**config.mk**
```make
export PLATFORM = sky130hd
export DESIGN_NAME = flash_program_erase_control
export DESIGN_NICKNAME = d
export VERILOG_FILES = /design/src/pkg/flash_ctrl_pkg.sv /design/src/pkg/tick_if.sv /design/src/logic/flash_tick_gen.sv /design/src/logic/sticky_flag.sv /design/src/logic/flash_program_erase_control.sv
export SDC_FILE = /design/constraint.sdc
export NUM_CORES = 1
export LEC_CHECK = 0
export BUFFER_PORTS_ARGS = -buffer_cell sky130_fd_sc_hd__buf_2
export CAP_MARGIN = 15
export CORE_MARGIN = 3
export CORE_UTILIZATION = 30
export DETAILED_ROUTE_END_ITERATION = 8
export PLACE_DENSITY = 0.56
export SYNTH_ARGS = -nofsm -noshare
export SYNTH_HDL_FRONTEND = slang
export SYNTH_SLANG_ARGS = --single-unit
```
**constraint.sdc**
```tcl
create_clock -name core_clk -period 9.2 [get_ports core_clk]
set_input_delay 0.92 -clock core_clk [delete_from_list [all_inputs] [get_ports core_clk]]
set_output_delay 0.92 -clock core_clk [all_outputs]
set_load 0.02 [all_outputs]
```
**src/pkg/flash_ctrl_pkg.sv**
```systemverilog
// Shared constants and types of the flash program/erase controller
package flash_ctrl_pkg;

  // Register indices; the byte address is four times the index
  localparam logic [7:0] IDX_WRITE_TIMING = 8'hab;
  localparam logic [7:0] IDX_ADDRESS_LOW = 8'hac;
  localparam logic [7:0] IDX_ADDRESS_HIGH = 8'had;
  localparam logic [7:0] IDX_CONTROL_STATUS = 8'hae;
  localparam logic [7:0] IDX_WRITE_DATA_PORT = 8'haf;
  localparam logic [7:0] IDX_IRQ_STATUS = 8'hb0;
  localparam logic [7:0] IDX_IRQ_CLEAR = 8'hb1;
  localparam logic [7:0] IDX_IRQ_ENABLE = 8'hb2;

  // control_status field positions
  localparam int BIT_BUSY = 7;
  localparam int BIT_WORD_WRITE_BUSY = 6;
  localparam int BIT_CONTINUOUS_READ = 4;
  localparam int BIT_WRITE = 1;
  localparam int BIT_ERASE = 0;

  // Reset values
  localparam logic [7:0] RST_WRITE_TIMING = 8'h11;
  localparam logic [7:0] RST_ADDRESS_LOW = 8'h00;
  localparam logic [7:0] RST_ADDRESS_HIGH = 8'h00;
  localparam logic [7:0] RST_WRITE_DATA = 8'h00;

  // Interrupt event bits
  localparam int IRQ_COUNT = 3;
  localparam int IRQ_ERASE_DONE = 0;
  localparam int IRQ_WORD_DONE = 1;
  localparam int IRQ_TIMEOUT = 2;

  // Timing: one generator tick lasts 16 * write_timing clocks, about 21 us
  localparam int TICK_PRESCALE = 16;
  localparam int TICK_TIME_NS = 21000;
  localparam int ERASE_TIME_NS = 20000000;
  localparam int ERASE_TICKS = (ERASE_TIME_NS + TICK_TIME_NS - 1) / TICK_TIME_NS;
  localparam int PROGRAM_TICKS = 1;
  localparam int CLK_PERIOD_NS = 5;
  localparam int WORD_TIMEOUT_NS = 40000;
  localparam int WORD_TIMEOUT_CYCLES = WORD_TIMEOUT_NS / CLK_PERIOD_NS;

  typedef enum logic [1:0] {ST_IDLE, ST_ERASE, ST_WAIT_DATA, ST_PROGRAM} seq_state_t;

endpackage

```
**src/pkg/tick_if.sv**
```systemverilog
// Link between the sequencer and its timing generator
`timescale 1ns/1ps
interface tick_if;
  logic run;
  logic [5:0] timing;
  logic tick;
  modport gen (input run, input timing, output tick);
  modport user (output run, output timing, input tick);
endinterface

```
**src/logic/flash_tick_gen.sv**
```systemverilog
// Timing generator: one tick every 16 * timing clocks while running
`timescale 1ns/1ps
module flash_tick_gen (
  // Clock and reset
  input wire logic core_clk,
  input wire logic rst,
  // Sequencer side
  tick_if.gen tif
);

  logic [9:0] cnt_r;
  logic [9:0] limit;
  logic [5:0] timing_eff;

  // A zero setting would stall the sequencer forever, so it counts as one
  assign timing_eff = (tif.timing == 6'h00) ? 6'h01 : tif.timing;
  assign limit = 10'({timing_eff, 4'h0} - 10'h001);

  always_ff @(posedge core_clk or posedge rst)
  begin
    if (rst)
    begin
      cnt_r <= 10'h000;
      tif.tick <= 1'b0;
    end
    else if (!tif.run)
    begin
      cnt_r <= 10'h000;
      tif.tick <= 1'b0;
    end
    else if (cnt_r == limit)
    begin
      cnt_r <= 10'h000;
      tif.tick <= 1'b1;
    end
    else
    begin
      cnt_r <= cnt_r + 10'h001;
      tif.tick <= 1'b0;
    end
  end

endmodule

```
**src/logic/sticky_flag.sv**
```systemverilog
// One sticky status flag; a set in the clearing cycle wins
`timescale 1ns/1ps
module sticky_flag (
  // Clock and reset
  input wire logic core_clk,
  input wire logic rst,
  // Event and clear
  input wire logic set,
  input wire logic clr,
  output logic flag
);

  always_ff @(posedge core_clk or posedge rst)
  begin
    if (rst)
      flag <= 1'b0;
    else if (set)
      flag <= 1'b1;
    else if (clr)
      flag <= 1'b0;
  end

endmodule

```
**src/logic/flash_program_erase_control.sv**
```systemverilog
// Flash program/erase sequencer with Avalon-MM register access
`timescale 1ns/1ps
module flash_program_erase_control #(
  parameter int TIMEOUT_CYCLES = flash_ctrl_pkg::WORD_TIMEOUT_CYCLES
) (
  // Clock and reset
  input wire logic core_clk,
  input wire logic rst,
  // Avalon-MM slave, address is the register index
  input wire logic [7:0] avs_address,
  input wire logic avs_read,
  input wire logic avs_write,
  input wire logic [31:0] avs_writedata,
  input wire logic [3:0] avs_byteenable,
  output logic [31:0] avs_readdata,
  output logic avs_waitrequest,
  // Power management
  input wire logic deep_sleep_wake,
  // Flash array
  input wire logic flash_read_req,
  output logic flash_read_en,
  output logic flash_erase_en,
  output logic flash_program_en,
  output logic [4:0] flash_page,
  output logic [8:0] flash_word,
  output logic [15:0] flash_wdata,
  // DMA and interrupt
  output logic dma_req,
  output logic irq
);

  flash_ctrl_pkg::seq_state_t state_r;
  logic ack_r;
  logic [31:0] readdata_r;
  logic [7:0] rd_mux;
  logic wr_acc;
  logic wr_low;
  logic [7:0] wr_byte;
  logic [7:0] timing_r;
  logic [7:0] addr_low_r;
  logic [7:0] addr_high_r;
  logic [7:0] data_port_r;
  logic continuous_read_enable_r;
  logic start_write_r;
  logic start_erase_r;
  logic seq_write_r;
  logic byte_phase_r;
  logic [15:0] wdata_r;
  logic [9:0] tick_cnt_r;
  logic [15:0] tmo_cnt_r;
  logic erase_en_r;
  logic program_en_r;
  logic dma_req_r;
  logic [2:0] event_r;
  logic [2:0] irq_status;
  logic [2:0] irq_clear;
  logic [2:0] irq_enable_r;
  logic data_wr;
  logic ctrl_wr;
  logic word_done;
  logic [13:0] word_addr_nxt;
  logic seq_busy;

  tick_if tif ();

  flash_tick_gen u_tick (
    .core_clk(core_clk),
    .rst(rst),
    .tif(tif)
  );

  // Bus slave: one wait cycle, write takes effect when waitrequest is low
  assign avs_waitrequest = (avs_read | avs_write) & ~ack_r;
  assign wr_acc = avs_write & ack_r;
  assign wr_low = wr_acc & avs_byteenable[0];
  assign wr_byte = avs_writedata[7:0];
  assign avs_readdata = readdata_r;

  always_ff @(posedge core_clk or posedge rst)
  begin
    if (rst)
      ack_r <= 1'b0;
    else
      ack_r <= (avs_read | avs_write) & ~ack_r;
  end

  always_comb
  begin
    rd_mux = 8'h00;
    unique case (avs_address)
      flash_ctrl_pkg::IDX_WRITE_TIMING: rd_mux = timing_r;
      flash_ctrl_pkg::IDX_ADDRESS_LOW: rd_mux = addr_low_r;
      flash_ctrl_pkg::IDX_ADDRESS_HIGH: rd_mux = addr_high_r;
      flash_ctrl_pkg::IDX_CONTROL_STATUS:
      begin
        rd_mux[flash_ctrl_pkg::BIT_BUSY] = seq_busy;
        rd_mux[flash_ctrl_pkg::BIT_WORD_WRITE_BUSY] = program_en_r;
        rd_mux[flash_ctrl_pkg::BIT_CONTINUOUS_READ] = continuous_read_enable_r;
      end
      flash_ctrl_pkg::IDX_WRITE_DATA_PORT: rd_mux = data_port_r;
      flash_ctrl_pkg::IDX_IRQ_STATUS: rd_mux = {5'h00, irq_status};
      flash_ctrl_pkg::IDX_IRQ_ENABLE: rd_mux = {5'h00, irq_enable_r};
      default: rd_mux = 8'h00;
    endcase
  end

  always_ff @(posedge core_clk or posedge rst)
  begin
    if (rst)
      readdata_r <= 32'h00000000;
    else if (avs_read & ~ack_r)
      readdata_r <= {24'h000000, rd_mux};
  end

  assign ctrl_wr = wr_low & (avs_address == flash_ctrl_pkg::IDX_CONTROL_STATUS);
  assign data_wr = wr_low & (avs_address == flash_ctrl_pkg::IDX_WRITE_DATA_PORT);
  assign seq_busy = (state_r != flash_ctrl_pkg::ST_IDLE);

  // Configuration registers
  always_ff @(posedge core_clk or posedge rst)
  begin
    if (rst)
    begin
      timing_r <= flash_ctrl_pkg::RST_WRITE_TIMING;
      continuous_read_enable_r <= 1'b0;
      data_port_r <= flash_ctrl_pkg::RST_WRITE_DATA;
    end
    else
    begin
      if (wr_low && avs_address == flash_ctrl_pkg::IDX_WRITE_TIMING)
        timing_r <= wr_byte;
      if (ctrl_wr)
        continuous_read_enable_r <= wr_byte[flash_ctrl_pkg::BIT_CONTINUOUS_READ];
      if (data_wr)
        data_port_r <= wr_byte;
    end
  end

  // Address registers; they step after each word so a timeout leaves the failing word
  assign word_addr_nxt = 14'({addr_high_r[5:0], addr_low_r} + 14'h0001);

  always_ff @(posedge core_clk or posedge rst)
  begin
    if (rst)
    begin
      addr_low_r <= flash_ctrl_pkg::RST_ADDRESS_LOW;
      addr_high_r <= flash_ctrl_pkg::RST_ADDRESS_HIGH;
    end
    else if (word_done)
    begin
      addr_high_r[5:0] <= word_addr_nxt[13:8];
      addr_low_r <= word_addr_nxt[7:0];
    end
    else if (!seq_busy && wr_low)
    begin
      // Moving the address under a running sequence would corrupt it, so writes while busy are dropped
      if (avs_address == flash_ctrl_pkg::IDX_ADDRESS_LOW)
        addr_low_r <= wr_byte;
      if (avs_address == flash_ctrl_pkg::IDX_ADDRESS_HIGH)
        addr_high_r <= wr_byte;
    end
  end

  // Start requests live one cycle; a wake-up throws them away
  always_ff @(posedge core_clk or posedge rst)
  begin
    if (rst)
    begin
      start_write_r <= 1'b0;
      start_erase_r <= 1'b0;
    end
    else if (deep_sleep_wake)
    begin
      start_write_r <= 1'b0;
      start_erase_r <= 1'b0;
    end
    else if (ctrl_wr && !seq_busy && !start_write_r && !start_erase_r)
    begin
      start_write_r <= wr_byte[flash_ctrl_pkg::BIT_WRITE];
      start_erase_r <= wr_byte[flash_ctrl_pkg::BIT_ERASE];
    end
    else
    begin
      start_write_r <= 1'b0;
      start_erase_r <= 1'b0;
    end
  end

  // Sequencer
  assign tif.run = erase_en_r | program_en_r;
  assign tif.timing = timing_r[5:0];
  assign word_done = (state_r == flash_ctrl_pkg::ST_PROGRAM) && tif.tick
    && (tick_cnt_r == 10'(flash_ctrl_pkg::PROGRAM_TICKS - 1));

  always_ff @(posedge core_clk or posedge rst)
  begin
    if (rst)
    begin
      state_r <= flash_ctrl_pkg::ST_IDLE;
      seq_write_r <= 1'b0;
      byte_phase_r <= 1'b0;
      wdata_r <= 16'h0000;
      tick_cnt_r <= 10'h000;
      tmo_cnt_r <= 16'h0000;
      erase_en_r <= 1'b0;
      program_en_r <= 1'b0;
      dma_req_r <= 1'b0;
      event_r <= 3'h0;
    end
    else
    begin
      dma_req_r <= 1'b0;
      event_r <= 3'h0;
      unique case (state_r)
        flash_ctrl_pkg::ST_IDLE:
        begin
          if (start_erase_r)
          begin
            state_r <= flash_ctrl_pkg::ST_ERASE;
            seq_write_r <= start_write_r;
            erase_en_r <= 1'b1;
            tick_cnt_r <= 10'h000;
          end
          else if (start_write_r)
          begin
            state_r <= flash_ctrl_pkg::ST_WAIT_DATA;
            byte_phase_r <= 1'b0;
            tmo_cnt_r <= 16'h0000;
            dma_req_r <= 1'b1;
          end
        end
        flash_ctrl_pkg::ST_ERASE:
        begin
          if (tif.tick)
          begin
            if (tick_cnt_r == 10'(flash_ctrl_pkg::ERASE_TICKS - 1))
            begin
              erase_en_r <= 1'b0;
              event_r[flash_ctrl_pkg::IRQ_ERASE_DONE] <= 1'b1;
              byte_phase_r <= 1'b0;
              tmo_cnt_r <= 16'h0000;
              if (seq_write_r)
              begin
                state_r <= flash_ctrl_pkg::ST_WAIT_DATA;
                dma_req_r <= 1'b1;
              end
              else
                state_r <= flash_ctrl_pkg::ST_IDLE;
            end
            else
              tick_cnt_r <= tick_cnt_r + 10'h001;
          end
        end
        flash_ctrl_pkg::ST_WAIT_DATA:
        begin
          if (data_wr && !byte_phase_r)
          begin
            wdata_r[7:0] <= wr_byte;
            byte_phase_r <= 1'b1;
            dma_req_r <= 1'b1;
            tmo_cnt_r <= tmo_cnt_r + 16'h0001;
          end
          else if (data_wr)
          begin
            wdata_r[15:8] <= wr_byte;
            state_r <= flash_ctrl_pkg::ST_PROGRAM;
            program_en_r <= 1'b1;
            tick_cnt_r <= 10'h000;
          end
          else if (tmo_cnt_r >= 16'(TIMEOUT_CYCLES - 1))
          begin
            state_r <= flash_ctrl_pkg::ST_IDLE;
            event_r[flash_ctrl_pkg::IRQ_TIMEOUT] <= 1'b1;
          end
          else
            tmo_cnt_r <= tmo_cnt_r + 16'h0001;
        end
        flash_ctrl_pkg::ST_PROGRAM:
        begin
          if (word_done)
          begin
            program_en_r <= 1'b0;
            state_r <= flash_ctrl_pkg::ST_WAIT_DATA;
            event_r[flash_ctrl_pkg::IRQ_WORD_DONE] <= 1'b1;
            byte_phase_r <= 1'b0;
            tmo_cnt_r <= 16'h0000;
            dma_req_r <= 1'b1;
          end
          else if (tif.tick)
            tick_cnt_r <= tick_cnt_r + 10'h001;
        end
      endcase
    end
  end

  // Flash array drive
  assign flash_read_en = continuous_read_enable_r | flash_read_req;
  assign flash_erase_en = erase_en_r;
  assign flash_program_en = program_en_r;
  assign flash_page = addr_high_r[5:1];
  assign flash_word = {addr_high_r[0], addr_low_r};
  assign flash_wdata = wdata_r;
  assign dma_req = dma_req_r;

  // Interrupts
  assign irq_clear = (wr_low && avs_address == flash_ctrl_pkg::IDX_IRQ_CLEAR) ? wr_byte[2:0]
    : 3'h0;

  always_ff @(posedge core_clk or posedge rst)
  begin
    if (rst)
      irq_enable_r <= 3'h0;
    else if (wr_low && avs_address == flash_ctrl_pkg::IDX_IRQ_ENABLE)
      irq_enable_r <= wr_byte[2:0];
  end

  for (genvar i = 0; i < flash_ctrl_pkg::IRQ_COUNT; i++)
  begin : g_irq
    sticky_flag u_flag (
      .core_clk(core_clk),
      .rst(rst),
      .set(event_r[i]),
      .clr(irq_clear[i]),
      .flag(irq_status[i])
    );
  end

  assign irq = |(irq_status & irq_enable_r);

endmodule

```
== Yosys cells after proc, flatten, opt, wreduce, memory -nomap -nowiden ==
Cells that the tools add are included.
Operators by class
  $add $sub $neg: 5
  $mul: 0
  magnitude comparators: 1
  eq/ne operators: 29
  mux-type cells: 81
  divide/modulo/power cells: 0
  shifts and indexed selects: 0
  bitwise gates (word level): 13
  reductions and logical operators: 39
Operator list (count)
  16-bit two-way mux: 8
  10-bit two-way mux: 9
  8-bit equality test, second input constant: 8
  16-bit one-hot mux with 4 select lines: 1
  10-bit one-hot mux with 4 select lines: 1
  1-bit two-way mux: 36
  6-bit two-way mux: 4
  8-bit two-way mux: 3
  4-bit one-hot mux with 6 select lines: 1
  10-bit by 1-bit adder with 10-bit output, second input constant: 2
  2-bit inequality test, second input constant: 10
  2-bit two-way mux: 9
  2-bit nonzero test: 9
  16-bit by 1-bit adder with 16-bit output, second input constant: 1
  16-bit by 13-bit >= comparator with 1-bit output, second input constant: 1
  14-bit by 1-bit adder with 14-bit output, second input constant: 1
  7-bit AND reduction: 2
  3-bit inequality test, second input constant: 4
  1-bit one-hot mux with 4 select lines: 3
  6-bit AND reduction: 2
  10-bit equality test: 1
  10-bit equality test, second input constant: 1
  1-bit logical AND: 10
  10-bit logical NOT: 1
  20 further kinds: 40
Word-level totals
  word-level logic and storage cells: 195
  output and inout bits: 68
  latch bits: 0
  bits in registers: 113
  memory bits (read-only): 0
  RAM bits: 0
  memories kept: 0

== Logic depth before layout (Yosys ltp) ==
  depth in word-level cells: 8
  gate-level depth with buffers: 10

== Modules after synthesis ==
Synthesis repeated with hierarchy kept, for this count alone.
Second synthesis, totals
  cell total of the unflattened synthesis: 630
  area total of the unflattened synthesis: 6107.1 um^2
Modules (own cells, without submodules)
  flash_program_erase_control: area each 5275.1 um^2, sequential area each 2479.9 um^2, instances 1, cells each 550
  flash_tick_gen: area each 711.9 um^2, sequential area each 275.3 um^2, instances 1, cells each 68
  sticky_flag: area each 40.0 um^2, sequential area each 25.0 um^2, instances 3, cells each 4

== Worst setup path before layout ==
OpenSTA, ideal clock, no wires.
  kind: input port to flip-flop
  start: input avs_address[4]
  end: register tick_cnt_r[8]
  path slack: 6.444 ns
  data required time: 9.090 ns
  cell stages on the path: 7
  path buffers: 1
  arrival time: 2.646 ns
  cell sequence: nand4b_1 -> nor3_4 -> a221oi_1 -> a311o_2 -> or2_1 -> buf_4 -> o41ai_1
Between the ends
  cells in the longest elaborated chain, start to end: 5
  elaborated cells on any way between the ends: 6
  those cells by class: eq/ne (3); bitwise (1); reduce/logical (2)
RTL lines
  start: declaration: RTL line flash_program_erase_control.sv:10  | input wire logic [7:0] avs_address,
  8-bit equality test *: RTL line flash_program_erase_control.sv:116  | assign data_wr = wr_low & (avs_address == flash_ctrl_pkg::IDX_WRITE_DATA_PORT);
  1-bit bitwise AND *: RTL line flash_program_erase_control.sv:116
  1-bit logical AND: RTL line flash_program_erase_control.sv:256  | if (data_wr && !byte_phase_r)
  2-bit inequality test (no source line)
  7-bit AND reduction (no source line) *
  end signal: assignment: RTL line flash_program_erase_control.sv:251  | tick_cnt_r <= tick_cnt_r + 10'h001;
  end signal: assignment: RTL line flash_program_erase_control.sv:290  | tick_cnt_r <= tick_cnt_r + 10'h001;
  end: declaration: RTL line flash_program_erase_control.sv:49  | logic [9:0] tick_cnt_r;
Every way passes the cells marked *; elsewhere a longest branch is shown, timed or not.
A chain may end at the register's enable or synchronous reset.

== Final worst setup path ==
  start: register tick_cnt_r[0]
  end: register tick_cnt_r[8]
Between the ends
  cells in the longest elaborated chain, start to end: 4
  elaborated cells on any way between the ends: 12
  those cells by class: add/sub (1); eq/ne (3); mux (5); reduce/logical (3)
RTL lines
  10-bit by 1-bit adder with 10-bit output or 10-bit logical NOT (tied branches): RTL line flash_program_erase_control.sv:251, flash_program_erase_control.sv:290, flash_program_erase_control.sv:193
  10-bit two-way mux, or another cell as far along: RTL line flash_program_erase_control.sv:289  | else if (tif.tick)
  10-bit two-way mux, or another cell as far along: RTL line flash_program_erase_control.sv:280  | if (word_done)
  10-bit one-hot mux with 4 select lines or 7-bit AND reduction (tied branches)
Parallel ways exist; a longest one is shown, timed or not. The select of a mux whose other input is x is not followed.

==> impl_metrics.ini <==
[pwr]
p_seq_frac = 0.437
vdd_drop_max_mv = 0.111
p_clk_frac = 0.478
power_switching_share = 0.256
switchingPower_uw = 328
comb_power_share = 0.085
power.leakage_nw = 3.32
p_int_uw = 957
power.density_nw_per_um2 = 183

[clock_network]
ctsHoldBuffers = 0
clock_latency_ns = 0.41
clock-sinks = 113
cts_tree = yes
cts-resized-gates = 0
post_cts_buffers = 0
ctsHtreeMaxLevel = 4
cts_buffers = 17
clockRootBuffer = clkbuf_16
path_clk_slew_ns = 0.05
cts_buffer_depth = 2

[min_path]
holdPathStages = 1
hold_class = reg -> reg

[synthesis]
synth.distinct_cells = 68
synth_adder_area_share = 0.0124
avgSynthCellArea_sq_um = 9.41
yosysWarningCount = 0
synth_top_flop_cell = dfrtp_1
synth_top_family_by_area = simple AND/OR/NAND/NOR gates
yosysSeqAreaShare = 0.469
ys_top_cells_by_area = dfrtp_1 (46%), nand2_1 (6.8%), buf_4 (4.1%)
netlist.top_cell.by_area = dfrtp_1
syn-instance-count = 642
synthSimpleGateAreaFrac = 0.203
synth_edf_count = 0
synth-seq-cells = 113
synthesis.area_sq_um = 6040
synth_top_area_share = 0.460
async_flop_share = 1.00
synth_compound_gate_area_share = 0.174
synth.area.mux_share = 0.0491
synth-xor-area-share = 0.0217

[sta]
rsz0062_at_grt = false
finalSetupTns_ns = 0
maxSlewHeadroom = 0.286
max_freq_mhz = 305
worst_pin_slew_ns = 1.06
finalCritPeriodShare = 0.356
finalMaxSlewViolations = 0
fin_skew_ns = 0.00890
fin_crit_ns = 3.28
setup_violations = 0
hold_violations = 0

[detailed_routing]
wl_per_cell_um = 16.3
first_pass_iters = 7
antenna_left = 0
vias_per_cell = 5.09
drt_iter0_drc = 404
routed_wl_um = 15900
route.detailed.drc = 0
vias = 4972

[floorplanning]
die_x_um = 148
placementRows = 51
core_area_sq_um = 19700
io_pins = 118
dieArea_sq_um = 21900
initial_core_util = 0.307
die_y_um = 148

[cells_and_area]
layout.cells.most_common = dfrtp_1
final_cell_mix = dfrtp_1 (111), nand2_1 (110), buf_2 (66), nor2_1 (43), o21ai_0 (41)
final_layout_size_suffix_gt1_frac = 0.194
seqCellArea_sq_um = 2830
syn_to_final_growth_pct = 16.5
layout.nets = 754
nFillCells = 2021
multi_input_area_sq_um = 2870
antenna_cells = 0
fin_util = 0.358

[grt]
track_usage = 0.147
grt_max_degree = 63
overflow = 0
grt_pass1_vias = 4760
antenna_found_initial = 0
grt_pass1_wl_um = 25600

[run]
max_cap_violations = 0

[worst_setup_path]
cp-start-kind = flop
end_kind = flop
reg2reg_depth = 9
crit_fanout = 16
path_class = reg -> reg
cp.arrival_ns = 3.56
cp.required_ns = 9.48

[run_status]
status = finished clean

[placed_design]
port-buffer-count = 66
place_congestion = 0.766
dp_hpwl_um = 11000
power by group through the flow:
stage | Clock [mW] | Sequential, mW | Combinational (mW)
after floorplan | 0 | 0.557 | 0.0967
after global placement | 0 | 0.569 | 0.109
after detailed placement | 0 | 0.569 | 0.110
after CTS | 0.627 | 0.561 | 0.110
after global routing | 0.654 | 0.567 | 0.125
final | 0.615 | 0.562 | 0.109
state kept, by name, summed over array words and instances, names as in the netlist, 8 cells and up:
signal and flops:
avs_readdata 8, tick_cnt_r 10, tmo_cnt_r 16, addr_low_r 8, flash_wdata 16, u_tick.cnt_r 10
data_port_r 8, addr_high_r 8, timing_r 8
worst max-delay path: stages, from the launching register on:
cell and delay, ns:
dfrtp_1 0.42, inv_1 0.07, ha_1 0.21, nor3b_1 0.15, nand3_1 0.11, or2_1 0.46, clkinv_2 0.39, a311o_2 0.57
or2_1 0.36, o41ai_1 0.41
stage by stage:
step	worst slack [ns]	power (mW)	area, sq um	hold WS [ns]	std cells
floorplan	5.30	0.654	6130	0.404	665
global placement	5.74	0.677	6490	0.408	944
detailed placement	5.73	0.679	6490	0.418	944
CTS	5.93	1.30	7040	0.429	976
global route	5.74	1.35	7040	0.436	976
finish	5.92	1.29	7040	0.428	976
layer usage:
metal / vias to the layer above / wire (um) / part of all wire / track usage
met2: 124 / 7610 / 0.48 / 0.235
met3: 13 / 767 / 0.048 / 0.0389
met4: 0 / 129 / 0.0081 / 0.0406
met5: - / 0 / 0 / 0
li1: 2388 / - / - / -
met1: 2447 / 7390 / 0.46 / 0.199
final cells by class:
cell class | instances | share of cell area
flip-flops and latches | 113 | 0.402
repair buffers | 71 | 0.0523
well taps | 265 | 0.0471
multi-input cells | 472 | 0.408
clock buffers | 26 | 0.0695
inverters | 23 | 0.0128
clock inverters | 6 | 0.00818
cells by family (layout without fill, tap and decap cells):
kind of cell,after synthesis,after routing
other,1,24
adder cells (fa/ha/maj),6,6
buffers and inverters,80,126
AND/OR/NAND/NOR,254,254
multiplexers,27,27
AO/OA/AOI/OAI,146,146
XOR/XNOR,15,15
flip-flops,113,113
final timing paths:
kind                                from              endpoint  slack (ns)
max                        tick_cnt_r[0]         tick_cnt_r[8]        5.92
min                           event_r[1]  g_irq[1].u_flag.flag        0.43
max reg2reg                tick_cnt_r[0]         tick_cnt_r[8]        5.92
min reg2reg                   event_r[1]  g_irq[1].u_flag.flag        0.43
max in group asynchronous            rst        data_port_r[4]        7.32
min in group asynchronous            rst       u_tick.cnt_r[0]        0.59
cell usage after synthesis, drive strengths merged (2+ instances only):
cell    number
a41oi        3
o21ai       43
o211ai       9
a221o        3
o311ai       5
o41ai        6
or4b         2
inv         22
a221oi       4
o21bai       2
a31o         3
xor2         7
nand2b       9
o31ai        8
clkbuf      22
nand4        4
nand4b       2
a21o         7
a211oi       4
nor3        14
xnor2        8
or2          4
a311oi       2
nor2b        5
nor4         7
a22oi        5
nand2      110
ha           6
a21oi       10
nor3b        2
a222oi       6
and3        15
a32oi        6
nand3       24
mux2        21
nor2        43
a31oi       13
dfstp        2
mux2i        6
and4         2
or4          4
buf         35
and2         3
dfrtp      111
Power figures use the tool's default switching activity.
